## config.mk

```make
export PLATFORM = sky130hd
export DESIGN_NAME = adw_top
export DESIGN_NICKNAME = d
export VERILOG_FILES = /design/src/adw_pkg.sv /design/src/adw_osc.sv /design/src/adw_sync.sv /design/src/adw_top.sv
export SDC_FILE = /design/constraint.sdc
export NUM_CORES = 1
export LEC_CHECK = 0
export BUFFER_PORTS_ARGS = -buffer_cell sky130_fd_sc_hd__buf_2
export CAP_MARGIN = 0
export CORE_ASPECT_RATIO = 0.7
export CORE_MARGIN = 10
export CORE_UTILIZATION = 54
export CTS_CLUSTER_DIAMETER = 200
export DETAILED_ROUTE_END_ITERATION = 8
export PLACE_DENSITY = 0.83
export SLEW_MARGIN = 20
export SYNTH_ARGS = -nofsm -noshare
export SYNTH_HDL_FRONTEND = slang
export SYNTH_SLANG_ARGS = --single-unit
```

## constraint.sdc

```tcl
create_clock -name clk_sys -period 6.6 [get_ports clk_sys]
set_clock_uncertainty 0.1 [all_clocks]
set_input_delay 0.66 -clock clk_sys [delete_from_list [all_inputs] [get_ports clk_sys]]
set_output_delay 0.66 -clock clk_sys [all_outputs]
set_load 0.02 [all_outputs]
```

## src/adw_pkg.sv

```systemverilog
/*
 * Shared constants for the autonomous watchdog: register map, field positions,
 * reset values and timing figures.
 * Assumes a 250 MHz system clock and a word-wide Avalon-MM register bus.
 */
package adw_pkg;

	// ************************************************************
	// Register map
	// ************************************************************
	localparam logic [7:0] ADW_CTRL_IDX = 8'h0A;
	localparam logic [7:0] ADW_CTRL_ADDR = 8'h28;
	localparam logic [7:0] ADW_CTRL_RESET = 8'h00;

	// ************************************************************
	// Control register fields
	// ************************************************************
	localparam int ADW_B_RESTART = 5;
	localparam int ADW_B_RST_EN = 4;
	localparam int ADW_B_IRQ_EN = 3;
	localparam int ADW_B_CYC_EN = 2;
	localparam int ADW_B_FLAG = 1;
	localparam int ADW_B_RATE = 0;

	// ************************************************************
	// Timing
	// ************************************************************
	localparam int ADW_CLK_MHZ = 250;
	localparam int ADW_OSC_TICK_US = 1;
	localparam int ADW_OSC_DIV = ADW_CLK_MHZ * ADW_OSC_TICK_US;
	localparam int ADW_FAST_MS = 10;
	localparam int ADW_SLOW_MS = 20;
	localparam int ADW_FAST_TICKS = ADW_FAST_MS * 1000 / ADW_OSC_TICK_US;
	localparam int ADW_SLOW_TICKS = ADW_SLOW_MS * 1000 / ADW_OSC_TICK_US;
	localparam int ADW_CNT_W = 15;
	localparam logic [2:0] ADW_CHK_SETTLE = 3'h4;
	localparam int ADW_HALL_N = 3;

	typedef enum logic [1:0] {
		ADW_CHK_IDLE,
		ADW_CHK_POWER,
		ADW_CHK_SAMPLE
	} adw_chk_t;

endpackage

```

## src/adw_osc.sv

```systemverilog
/*
 * Low-frequency tick source standing in for the watchdog's own oscillator.
 * Assumes the system clock never stops; the prescaler clears to zero when not enabled.
 */
`timescale 1ns/1ns
module adw_osc
	import adw_pkg::*;
(
	input wire logic clk_sys,
	input wire logic reset_n,
	input wire logic osc_en,
	input wire logic osc_clear,
	output logic osc_tick
);

	localparam logic [7:0] DIV_LAST = 8'(ADW_OSC_DIV - 1);

	typedef struct packed {
		logic [7:0] div;
		logic tick;
	} adw_osc_st_t;

	adw_osc_st_t st_reg;
	adw_osc_st_t st_next;

	always_comb begin
		st_next = st_reg;
		st_next.tick = 1'b0;
		// Restart aligns the first tick with the fresh period
		if (!osc_en || osc_clear) begin
			st_next.div = 8'h00;
		end else if (st_reg.div == DIV_LAST) begin
			st_next.div = 8'h00;
			st_next.tick = 1'b1;
		end else begin
			st_next.div = st_reg.div + 8'h01;
		end
	end

	always_ff @(posedge clk_sys or negedge reset_n) begin
		if (!reset_n) begin
			st_reg <= '0;
		end else begin
			st_reg <= st_next;
		end
	end

	assign osc_tick = st_reg.tick & osc_en;

endmodule

```

## src/adw_sync.sv

```systemverilog
/*
 * Three-stage synchroniser for pin inputs; the output changes only once
 * the second and third stages agree.
 * Assumes asynchronous inputs and the system clock domain.
 */
`timescale 1ns/1ns
module adw_sync #(
	parameter int W = 3
) (
	input wire logic clk_sys,
	input wire logic reset_n,
	input wire logic [W-1:0] pin_in,
	output logic [W-1:0] sync_out
);

	typedef struct packed {
		logic [W-1:0] s1;
		logic [W-1:0] s2;
		logic [W-1:0] s3;
		logic [W-1:0] q;
	} adw_sync_st_t;

	adw_sync_st_t st_reg;
	adw_sync_st_t st_next;

	always_comb begin
		st_next = st_reg;
		st_next.s1 = pin_in;
		st_next.s2 = st_reg.s1;
		st_next.s3 = st_reg.s2;
		for (int i = 0; i < W; i++) begin
			if (st_reg.s2[i] == st_reg.s3[i]) begin
				st_next.q[i] = st_reg.s3[i];
			end
		end
	end

	always_ff @(posedge clk_sys or negedge reset_n) begin
		if (!reset_n) begin
			st_reg <= '0;
		end else begin
			st_reg <= st_next;
		end
	end

	assign sync_out = st_reg.q;

endmodule

```

## src/adw_top.sv

```systemverilog
/*
 * Autonomous watchdog: control register on Avalon-MM, timeout counter,
 * reset generation in RUN mode, wake-up interrupt and cyclic Hall check in STOP.
 * Assumes stop_mode and hall_irq_en come from logic on clk_sys; hall pins are async.
 */
`timescale 1ns/1ns

// Functional notes
// - Writing one to restart clears the counter; zero does nothing.
// - Restart bit always reads back as zero.
// - Reset enable set lets a timeout raise system reset; clear, never.
// - System reset is only driven in RUN mode.
// - Reset enable takes exactly one write after each reset.
// - Interrupt enable plus flag requests interrupt, only in STOP mode.
// - Cyclic enable turns periodic Hall and analog checking on or off.
// - Flag sets whenever the counter reaches the period end.
// - Writing one clears the flag; writing zero leaves it.
// - Clearing the flag also restarts the counter.
// - Rate bit set gives 10 ms, clear gives 20 ms.
// - Reset zeroes all control bits; upper three bits read zero.
// - Control register at index 0x0A with the six documented fields.
// - Oscillator runs only while interrupt, reset or cyclic enable is set.
// - Reset watchdog pauses in STOP and resumes in RUN.
// - In STOP with interrupt enable, wake after the selected period.
// - Cyclic wake powers and samples Hall inputs; a high one wakes system.
module adw_top
	import adw_pkg::*;
#(
	parameter int FAST_TICKS = ADW_FAST_TICKS,
	parameter int SLOW_TICKS = ADW_SLOW_TICKS
) (
	input wire logic clk_sys,
	input wire logic reset_n,
	input wire logic [7:0] avs_address,
	input wire logic avs_read,
	input wire logic avs_write,
	input wire logic [31:0] avs_writedata,
	input wire logic [3:0] avs_byteenable,
	output logic [31:0] avs_readdata,
	output logic avs_waitrequest,
	input wire logic stop_mode,
	input wire logic hall_irq_en,
	input wire logic [ADW_HALL_N-1:0] hall_sel,
	input wire logic [ADW_HALL_N-1:0] hall_pin,
	output logic [ADW_HALL_N-1:0] hall_power_en,
	output logic analog_sample,
	output logic regulator_wake,
	output logic sys_reset_req,
	output logic irq_req,
	output logic osc_running
);

	localparam logic [ADW_CNT_W-1:0] FAST_LAST = ADW_CNT_W'(FAST_TICKS - 1);
	localparam logic [ADW_CNT_W-1:0] SLOW_LAST = ADW_CNT_W'(SLOW_TICKS - 1);

	// ************************************************************
	// State
	// ************************************************************
	typedef struct packed {
		logic rst_en;
		logic irq_en;
		logic cyc_en;
		logic flag;
		logic rate;
		logic re_locked;
		logic ack;
		logic [7:0] rdata;
		logic [ADW_CNT_W-1:0] cnt;
		adw_chk_t chk;
		logic [2:0] chk_cnt;
		logic hall_wake;
		logic rst_pulse;
		logic sample;
	} adw_st_t;

	adw_st_t st_reg;
	adw_st_t st_next;

	logic [ADW_HALL_N-1:0] hall_sync;
	logic osc_tick;
	logic osc_en;
	logic restart;
	logic timeout;
	logic wr_acc;
	logic rd_first;
	logic hit;
	logic [7:0] wbyte;

	function automatic logic [7:0] ctrl_view(input adw_st_t s);
		ctrl_view = 8'h00;
		ctrl_view[ADW_B_RST_EN] = s.rst_en;
		ctrl_view[ADW_B_IRQ_EN] = s.irq_en;
		ctrl_view[ADW_B_CYC_EN] = s.cyc_en;
		ctrl_view[ADW_B_FLAG] = s.flag;
		ctrl_view[ADW_B_RATE] = s.rate;
	endfunction

	// ************************************************************
	// Submodules
	// ************************************************************
	adw_sync #(
		.W(ADW_HALL_N)
	) u_sync (
		.clk_sys(clk_sys),
		.reset_n(reset_n),
		.pin_in(hall_pin),
		.sync_out(hall_sync)
	);

	adw_osc u_osc (
		.clk_sys(clk_sys),
		.reset_n(reset_n),
		.osc_en(osc_en),
		.osc_clear(restart),
		.osc_tick(osc_tick)
	);

	// ************************************************************
	// Bus decode: one wait state on every access
	// ************************************************************
	assign hit = (avs_address == ADW_CTRL_ADDR);
	assign wr_acc = avs_write & st_reg.ack & hit & avs_byteenable[0];
	assign rd_first = avs_read & ~st_reg.ack;
	assign wbyte = avs_writedata[7:0];
	assign osc_en = st_reg.irq_en | st_reg.rst_en | st_reg.cyc_en;
	assign restart = wr_acc & (wbyte[ADW_B_RESTART] | wbyte[ADW_B_FLAG]);

	always_comb begin
		logic run_cnt;
		logic [ADW_CNT_W-1:0] last;
		run_cnt = 1'b0;
		last = st_reg.rate ? FAST_LAST : SLOW_LAST;
		st_next = st_reg;
		st_next.rst_pulse = 1'b0;
		st_next.sample = 1'b0;
		st_next.ack = (avs_read | avs_write) & ~st_reg.ack;
		if (rd_first) begin
			st_next.rdata = hit ? ctrl_view(st_reg) : 8'h00;
		end
		// Only the reset-generating function pauses in STOP
		run_cnt = osc_tick & (~stop_mode | st_reg.irq_en | st_reg.cyc_en);
		timeout = run_cnt & (st_reg.cnt == last);
		if (restart) begin
			st_next.cnt = '0;
		end else if (timeout) begin
			st_next.cnt = '0;
		end else if (run_cnt) begin
			st_next.cnt = st_reg.cnt + ADW_CNT_W'(1);
		end
		if (wr_acc) begin
			if (!st_reg.re_locked) begin
				st_next.rst_en = wbyte[ADW_B_RST_EN];
				st_next.re_locked = 1'b1;
			end
			st_next.irq_en = wbyte[ADW_B_IRQ_EN];
			st_next.cyc_en = wbyte[ADW_B_CYC_EN];
			st_next.rate = wbyte[ADW_B_RATE];
			if (wbyte[ADW_B_FLAG]) begin
				st_next.flag = 1'b0;
			end
		end
		// A timeout in the clearing cycle keeps the flag set
		if (timeout) begin
			st_next.flag = 1'b1;
			st_next.rst_pulse = st_reg.rst_en & ~stop_mode;
		end
		if (!stop_mode) begin
			st_next.hall_wake = 1'b0;
		end
		unique case (st_reg.chk)
			ADW_CHK_IDLE: begin
				if (timeout && stop_mode && st_reg.cyc_en) begin
					st_next.chk = ADW_CHK_POWER;
					st_next.chk_cnt = 3'h1;
				end
			end
			ADW_CHK_POWER: begin
				if (st_reg.chk_cnt == ADW_CHK_SETTLE) begin
					st_next.chk = ADW_CHK_SAMPLE;
				end else begin
					st_next.chk_cnt = st_reg.chk_cnt + 3'h1;
				end
			end
			ADW_CHK_SAMPLE: begin
				st_next.chk = ADW_CHK_IDLE;
				st_next.sample = 1'b1;
				if (stop_mode && hall_irq_en && |(hall_sync & hall_sel)) begin
					st_next.hall_wake = 1'b1;
				end
			end
		endcase
	end

	always_ff @(posedge clk_sys or negedge reset_n) begin
		if (!reset_n) begin
			st_reg <= '0;
		end else begin
			st_reg <= st_next;
		end
	end

	// ************************************************************
	// Outputs
	// ************************************************************
	assign avs_waitrequest = (avs_read | avs_write) & ~st_reg.ack;
	assign avs_readdata = {24'h000000, st_reg.rdata};
	assign sys_reset_req = st_reg.rst_pulse;
	// Periodic wake and Hall wake share the one request line
	assign irq_req = stop_mode & ((st_reg.irq_en & st_reg.flag) | st_reg.hall_wake);
	assign regulator_wake = st_reg.hall_wake;
	assign hall_power_en = (st_reg.chk != ADW_CHK_IDLE) ? hall_sel : '0;
	assign analog_sample = st_reg.sample;
	assign osc_running = osc_en;
endmodule

```

Yosys cells after proc, flatten, opt, wreduce, memory -nomap -nowiden
Index checks and enable logic that the tools add are counted.
Widths: inputs -> output; s select.
Storage, ports and cells
  input port bits: 56
  logic and storage cells: 100
  output and inout bits: 41
  register bits after elaboration: 59
Cells by class
  equality and inequality tests: 12
  bitwise logic cells: 23
  reduce and logical (&&, ||, !) cells: 17
  mux-type cells: 23
  $add $sub $neg: 3
Operators by type and width (number)
  $mux 15: 4
  $mux 8: 2
  $add 15x1->15 const B: 1
  $eq 15x15->1: 1
  $and 1x1->1: 12
  $mux 5: 2
  $mux 1: 9
  $mux 3: 3
  $add 8x1->8 const B: 1
  $eq 8x6->1 const B: 1
  $eq 8x8->1 const B: 1
  $reduce_bool 2->1: 4
  $or 1x1->1: 7
  $ne 2x2->1 const B: 3
  $pmux 2 s3: 1
  $pmux 3 s2: 1
  $reduce_and 2->1: 3
  $logic_and 1x1->1: 4
  $add 3x1->3 const B: 1
  $and 3x3->3: 1
  $eq 1x1->1: 3
  $eq 3x3->1 const B: 1
  $not 1->1: 3
  $reduce_and 3->1: 1
  8 further kinds: 8

Depth between registers and ports, before layout
Gate-level depths: netlist of the first run.
  depth in word-level cells: 9
  gate-level depth with buffers: 7
  depth with buffers taken out: 6

Cells and area by module
A second synthesis of the first run with hierarchy kept.
Second synthesis, totals
  cell total of the unflattened synthesis: 276
  area, all modules: 2910.3 µm²
By module, submodules not included
  adw_top: cells an instance 216, sequential area each 875.8 µm², area each 2119.5 µm², times used 1
  adw_osc: cells an instance 42, sequential area each 225.2 µm², area each 434.2 µm², times used 1
  adw_sync: cells an instance 18, sequential area each 300.3 µm², area each 356.6 µm², times used 1

Worst setup path after synthesis of the first run
Ideal clock, no wire load.
  kind: input to register
  start: input avs_address[1]
  end: register u_osc.st_reg[3] (netlist bit)
  library setup time: 0.128 ns
  required time: 6.372 ns
  stages on the path: 6
  path buffers: 1
  setup slack: 4.355 ns
  data arrival time: 2.016 ns
  path through: nor4b_1 > nand3_1 > nor2_1 > or3_1 > clkbuf_1 > nor2_1
RTL lines
  start, declared: line adw_top.sv:34  | input wire logic [7:0] avs_address,
  end signal, assigned: line adw_osc.sv:44  | st_reg <= st_next;
  end, declared: line adw_osc.sv:23  | adw_osc_st_t st_reg;

Final worst setup path of the first run
  start: register st_reg[8] (netlist bit)
  end: register st_reg[11] (netlist bit)
On the way
  longest elaborated chain between the ends: 4
  elaborated cells between the ends (all ways): 7
  those cells by class: add/sub: 1; eq/ne: 1; mux: 3; bitwise: 1; reduce/logical: 1
RTL lines
  start, declared: line adw_top.sv:76  | adw_st_t st_reg;
  start signal, assigned: line adw_top.sv:198  | st_reg <= st_next;
  $add 15x1->15 or $eq 15x15->1 (tied branches): line adw_top.sv:148, adw_top.sv:142
  $mux 15 or $and 1x1->1 (tied branches): line adw_top.sv:147, adw_top.sv:142
  $mux 15: line adw_top.sv:145  | end else if (timeout) begin
  $mux 15: line adw_top.sv:143  | if (restart) begin
Parallel ways exist; a longest one is shown, timed or not. The select of a mux whose other input is x is not followed.
A chain may end at the register's enable or synchronous reset.

==> results of run 1 <==
-- power by group through the flow --
stage               clock [uW]  sequential, uW  combinational, uW
floorplan                    0             359               34.6
global placement             0             360               39.2
detailed placement           0             360               39.8
CTS                        193             353               39.8
global route               208             354               44.7
finish                     189             353               40.3
-- metal layers --
layer / GRT usage / up-vias / part of all wire
met2: 0.238 / 36 / 0.51
li1: - / 944 / -
met1: 0.150 / 958 / 0.42
met5: 0 / - / 0
met4: 0.0472 / 0 / 0.014
met3: 0.0470 / 8 / 0.056
-- per-stage QoR --
step                      utilization  setup WS, ns  instances  total power, uW  instance area (um^2)
after floorplan                     -          4.36        297              393                  2930
after CTS                       0.624          4.08        381              587                  3070
after global routing            0.624          3.79        381              607                  3070
after detailed placement        0.606          3.84        373              400                  2980
final                           0.624          4.08        381              582                  3070
after global placement          0.606          3.90        373              399                  2980
-- placed cells by master (no fill, tap or decap), types with 3 or more instances in the layout --
cell / n
xnor2_1: 6
xor2_1: 10
nor3_1: 5
nor2_1: 35
clkbuf_8: 5
a21oi_1: 6
ha_1: 8
nand3_1: 12
maj3_1: 3
buf_2: 40
dfrtp_1: 56
mux2_2: 4
nand2_1: 19
and3_1: 4
a22o_1: 5
inv_1: 11
conb_1: 27
nor2b_1: 5
nand2b_1: 6
a31oi_1: 3
-- kinds of logic (layout without fill, tap and decap cells) --
logic type,Yosys count,after routing,share of synthesized area
other cells,1,27,0.00132
flops,56,56,0.495
xor+xnor,16,16,0.0495
fa+ha+maj,11,11,0.0460
mux,6,6,0.0230
buf+inv,45,60,0.102
simple gates,103,103,0.186
compound gates,33,33,0.0972
-- how the worst max path moves through the flow --
| stage | startpoint | to | cells after the start |
|---|---|---|---|
| final | st_reg[8] | st_reg[11] | 6 |
| after global routing | st_reg[8] | st_reg[10] | 6 |
| after CTS | st_reg[8] | st_reg[18] | 6 |
| after detailed placement | stop_mode | st_reg[18] | 6 |
| after global placement | stop_mode | st_reg[10] | 6 |
| after floorplan | avs_address[1] | u_osc.st_reg[3] | 6 |
-- Yosys cell counts, drive strengths merged (2+ instances only) --
cell	number	area share
a21oi	7	0.014
a22o	5	0.015
a311oi	2	0.0062
a31oi	3	0.0066
and3	6	0.014
and4	2	0.0062
buf	32	0.085
clkbuf	2	0.0027
dfrtp	56	0.49
ha	8	0.035
inv	11	0.015
maj3	3	0.011
mux2	4	0.016
mux2i	2	0.0071
nand2	20	0.027
nand2b	6	0.013
nand3	12	0.021
nor2	35	0.046
nor2b	5	0.011
nor3	6	0.012
nor4b	2	0.0062
o21ai	3	0.0053
or3	3	0.0084
or4bb	2	0.0080
xnor2	6	0.019
xor2	10	0.031
-- worst register-to-register path: stages, from the launching register on --
cell and delay, ns:
dfrtp_1 0.41, ha_1 0.20, and4_1 0.22, a21boi_0 0.44
nand3_1 0.37, o21ai_1 0.53, nor2_1 0.12
-- area by class of cell --
class	count	area (um^2)	share of cell area
Sequential cell	56	1400	0.457
Multi-Input combinational cell	196	1240	0.404
Timing Repair Buffer	41	208	0.0677
Tap cell	69	86.3	0.0281
Clock buffer	5	68.8	0.0224
Inverter	11	41.3	0.0135
Clock inverter	3	23.8	0.00775
==> results.md, run 1 <==
- Status: completed
- Hold Path Depth: 0
- Initial antenna violation count: 0
- Starting Density: 0.576
- Die height: 80.6 um
- CORE AREA: 4910 um^2
- Peak VDD IR: 0.0000801 V
- # resized after CTS: 0
- Hold WS: 0.256 ns
- DPL Wire Length: between 4000 and 5000 um
- Crit-path max FO: 10
- Tmin final: 2.52 ns
- Synthesized cell area: between 2000 and 3000 um^2
- Vias in the first global route: 1976
- Slew of the pin with the lowest slew margin: between 0.9 and 1 ns
- GR Util All Layers: 0.135
- Clk pwr share: 0.324
- CP delay by family, top: compound AO/OA/AOI/OAI gates
- Reg-to-Reg Start: st_reg[8]
- Flop pwr share: 0.607
- FFs w/ async S/R, synth: 1.00
- Power Internal: 435 uW
- First-pass GRT wire length: approximately 9400 um
- Fin. max-slew vios: 0
- Final period util: 0.382
- Predominant post-synthesis flop cell: dfrtp_1
- CP Class: reg2reg
- Max reg flops: 27
- Cts hold-fix bufs: 0
- Comb power frac: 0.069
- Cell Pwr Density: 190 nW/um^2
- Drt drc: 0
- Reg2reg end: st_reg[11]
- Detailed Route WL: between 5000 and 6000 um
- CP Data Required Time: ~6.7 ns
- Fin Setup TNS: 0 ns
- Worst Reg-to-Reg Cells: 6
- Switch Pwr: 147 uW
- Worst Hold Launch: u_sync.st_next[8]
- Setup repair bufs after CTS: 0
- Synthesis Warnings: 0
- Worst Hold Class: reg2reg
- Flop-to-flop setup slack: 4.08 ns
- Avg Cell Area, Syn: 10.4 um^2
- Slowest-stage cell, CP: o21ai_1
- Synth unique cells: 50
- Clock root cell: clkbuf_8
- Die Area: roughly 8600 um^2
- Fillers: 410
- RSZ-0062 raised after global routing: false
- CTS max path bufs: 2
- TritonCTS clock tree: yes
- Diodes inserted: 0
- RD Place Congestion: 0.820
- Nets: 375
- Site Rows: 21
- Final Setup Violations: 0
- Clock-pin slew on the worst setup and hold paths: 0.10 ns
- Num ports: between 90 and 100
- Pleak: 0.00148 uW
- Die Span X: about 110 um
- Share of cells above drive strength 1: 0.215
- Htree depth: 2
- Post-Synthesis Cells: 271
- WHS Endpoint: u_sync.st_next[5]
- Clock latency on the worst-skew pair: 0.32 ns
- Final hold vios: 0
- Port Buffers: 40
- Largest net degree at the start of global routing: 57
- Sw Share: 0.252
- Worst path max stage delay: between 0.5 and 0.6 ns
- Routed WL per cell: 15.3 um
- Sequential-to-total area share from yosys stat: 0.495
- Peak Freq: approximately 400 MHz
- Post-DRT Antenna Nets: 0
- FF+latch count, synth: 56
- Clock sinks: 56
- Crit path DAT: between 2 and 3 ns
- Max-cap violations: 0
- Nature of the critical path startpoint: flip-flop
- DRT iter0 DRCs: 106
- Rel. slew slack: 0.359
- Cells along the critical path: ha_1, and4_1, a21boi_0, nand3_1, o21ai_1, nor2_1
- TritonCTS Buffers: 5
- Vias per inst: 5.11
- Detailed-route via count: ~1900
- Crit path capture type: flip-flop
- Syn-to-layout area delta: 8.35%
- Number of iterations in the first detailed-routing pass: 4
- Overflow after GRT: 0
- EDFF count, synth: 0
- Buf+Inv Stages, Crit Path: 0
(Power assumes the default switching activity.)
==> run 2: changes to the inputs <==
- CORE_UTILIZATION: 54 -> 50
- PLACE_DENSITY: 0.83 -> 0.78
- clock period: 6.6 -> 2.37 ns (I/O delays scaled with it)
==> run 2 against run 1 <==
Effect of this change:
- first-iteration DRC count unchanged
- clock power rose to 3.0 times the previous value
- wire length up 3.6%
- combinational power increased to 3.0 times the previous value
- global-route usage decreased by 0.15 points
- sequential cell count unchanged
- register-to-register slack worse by 4.0 ns
- sequential power grew to 2.8 times the previous value
- fmax rose by 11%
- cell count grew 4.5%
- critical path type unchanged
- largest cell class unchanged
==> results.md, run 2 (synthesized netlist as in run 1, its figures left out) <==
- Vias per inst: 5.06 (-0.98%)
- Hold WS: 0.0506 ns (-0.206 ns)
- Port Buffers: 40 (unchanged)
- Flop pwr share: 0.589 (-0.018)
- Power Internal: 1250 uW (+190%)
- CP Class: reg2reg
- Flop-to-flop setup slack: 0.1 ns (-3.98 ns)
- Dpl cell area: 3040 um^2 (+2.1%)
- Number of iterations in the first detailed-routing pass: 4 (unchanged)
- Comb power frac: 0.071 (+0.002)
- Peak Freq: 440 MHz (+11%)
- CORE AREA: 5370 um^2 (+9.2%)
- Clock latency on the worst-skew pair: 0.31 ns (about the same)
- Syn-to-layout area delta: 12.9%
- CTS max path bufs: 2 (unchanged)
- RSZ-0062 raised after global routing: false
- Nature of the critical path startpoint: flip-flop
- Slowest-stage cell, CP: or4_4
- Crit path DAT: 2.37 ns (-0.23 ns)
- Pleak: 0.00156 uW (+5.3%)
- CP Data Required Time: 2.47 ns (-4.20 ns)
- Status: completed
- Diodes inserted: 0 (unchanged)
- Site Rows: 22 (+4.8%)
- Die height: 83.0 um (+2.9%)
- Fin Setup TNS: 0 ns (unchanged)
- Largest net degree at the start of global routing: 26 (-54%)
- Tmin final: 2.27 ns (-0.251 ns)
- Slew of the pin with the lowest slew margin: 0.572 ns (-0.390 ns)
- Peak VDD IR: 0.000225 V (+180%)
- DPL Wire Length: 4680 um (+6.5%)
- Most common cell after layout, fill and taps aside: dfrtp_1
- Cell Pwr Density: 522 nW/um^2 (+180%)
- Fin. max-slew vios: 0 (unchanged)
- Drt drc: 0 (unchanged)
- Num ports: 97 (unchanged)
- # resized after CTS: 0 (unchanged)
- Starting Density: 0.528 (-0.0488)
- Worst Hold Class: in2reg
- Die Span X: 110 um (+3.2%)
- Share of cells above drive strength 1: 0.236 (+0.0215)
- Clock root cell: clkbuf_8
- Vias in the first global route: 1962 (-0.71%)
- Crit-path max FO: 6 (-4)
- GR Util All Layers: 0.134 (-0.00151)
- Clk pwr share: 0.340 (+0.016)
- Post-DRT Antenna Nets: 0 (unchanged)
- DRT iter0 DRCs: 106 (unchanged)
- Fin util: 0.595 (-0.0291)
- Final hold vios: 0 (unchanged)
- Initial antenna violation count: 0 (unchanged)
- Max-cap violations: 0 (unchanged)
- Htree depth: 2 (unchanged)
- Sw Share: 0.249 (-0.00304)
- Non-filler cells, final: 398 (+4.5%)
- Final Setup Violations: 0 (unchanged)
- Most frequent cells in the layout: dfrtp_1, buf_2, nor2_1
- Max reg flops: 27 (unchanged)
- Nets: 389 (+3.7%)
- Cells along the critical path: or4_4, or3_4, o31ai_4, buf_4, nand2_2, mux2i_1
- RD Place Congestion: 0.892 (+8.8%)
- Final period util: 0.959 (+0.577)
- First-pass GRT wire length: 9950 um (+5.6%)
- Clock sinks: 56 (unchanged)
- Detailed Route WL: 6020 um (+3.6%)
- Overflow after GRT: 0 (unchanged)
- TritonCTS clock tree: yes
- Routed WL per cell: 15.1 um (-0.83%)
- Fillers: 466 (+14%)
- Die Area: 9120 um^2 (+6.2%)
- Crit path capture type: flip-flop
- Rel. slew slack: 0.619 (+0.260)
- Switch Pwr: 416 uW (+180%)
- Clock-pin slew on the worst setup and hold paths: 0.11 ns (about the same)
- TritonCTS Buffers: 5 (unchanged)
- Placed insts: 384 (+2.9%)
- Final instance area: 3200 um^2 (+4.2%)
- Detailed-route via count: 2013 (+3.4%)
- Worst path max stage delay: 0.57 ns (+0.05 ns)
[run 2: cell types whose count changed in the layout (fill, tap and decap cells not counted)]
cell / delta
inv_8: +1
clkbuf_8: +1
clkinv_4: -1
buf_4: +10
dlygate4sd3_1: +4
clkinvlp_4: -1
[run 2: area by class of cell]
type	instances	area (um^2)	area share
Inverter	11	41.3	0.0129
Clock inverter	2	18.8	0.00587
Tap cell	72	90.1	0.0282
Timing Repair Buffer	55	323	0.101
Sequential cell	56	1400	0.439
Clock buffer	6	82.6	0.0258
Multi-Input combinational cell	196	1240	0.388
[run 2: path summary, 6_finish.rpt]
path,start,end,cells past startpoint
worst max-delay path,st_reg[20],st_reg[6],6
worst min-delay path,avs_writedata[4],st_reg[37],2
worst max register to register,st_reg[20],st_reg[6],6
worst min register to register,u_sync.st_next[7],u_sync.st_next[4],0
max in group asynchronous,reset_n,u_sync.st_next[7],3
min in group asynchronous,reset_n,st_reg[31],2
[run 2: what timing repair did]
action                                 CTS  global route
hold buffers                             4             0
endpoints found under the hold margin   26             0
buffers inserted                         0             2
setup endpoints to repair                0             1
[run 2: per-layer routing]
layer / vias up / global-route usage / wire, um
met4: 0 / 0.0468 / 93
li1: 976 / - / -
met3: 6 / 0.0316 / 343
met2: 58 / 0.209 / 2940
met1: 973 / 0.175 / 2640
met5: - / 0 / 0
[run 2: metrics by stage]
stage               setup slack (ns)  total power, uW
floorplan                      0.264             1100
finish                        0.0973             1670
global placement               0.160             1110
CTS                            0.107             1690
global route                  0.0200             1760
detailed placement             0.123             1110
[run 2: power by group through the flow]
stage / Clock, uW / Sequential (uW) / Combinational [uW]
2_1_floorplan: 0 / 999 / 96.4
3_3_place_gp: 0 / 1000 / 111
3_5_place_dp: 0 / 1000 / 113
4_1_cts: 585 / 983 / 119
5_1_grt: 644 / 986 / 133
6_report: 568 / 983 / 119
[run 2: worst max-delay path, delay by kind of cell, from the launching register on]
family | cells | cell delay [ns]
multiplexers | 1 | 0.11
AND/OR/NAND/NOR | 3 | 0.99
buffers and inverters | 1 | 0.18
AO/OA/AOI/OAI | 1 | 0.34
flip-flops | 1 | 0.44
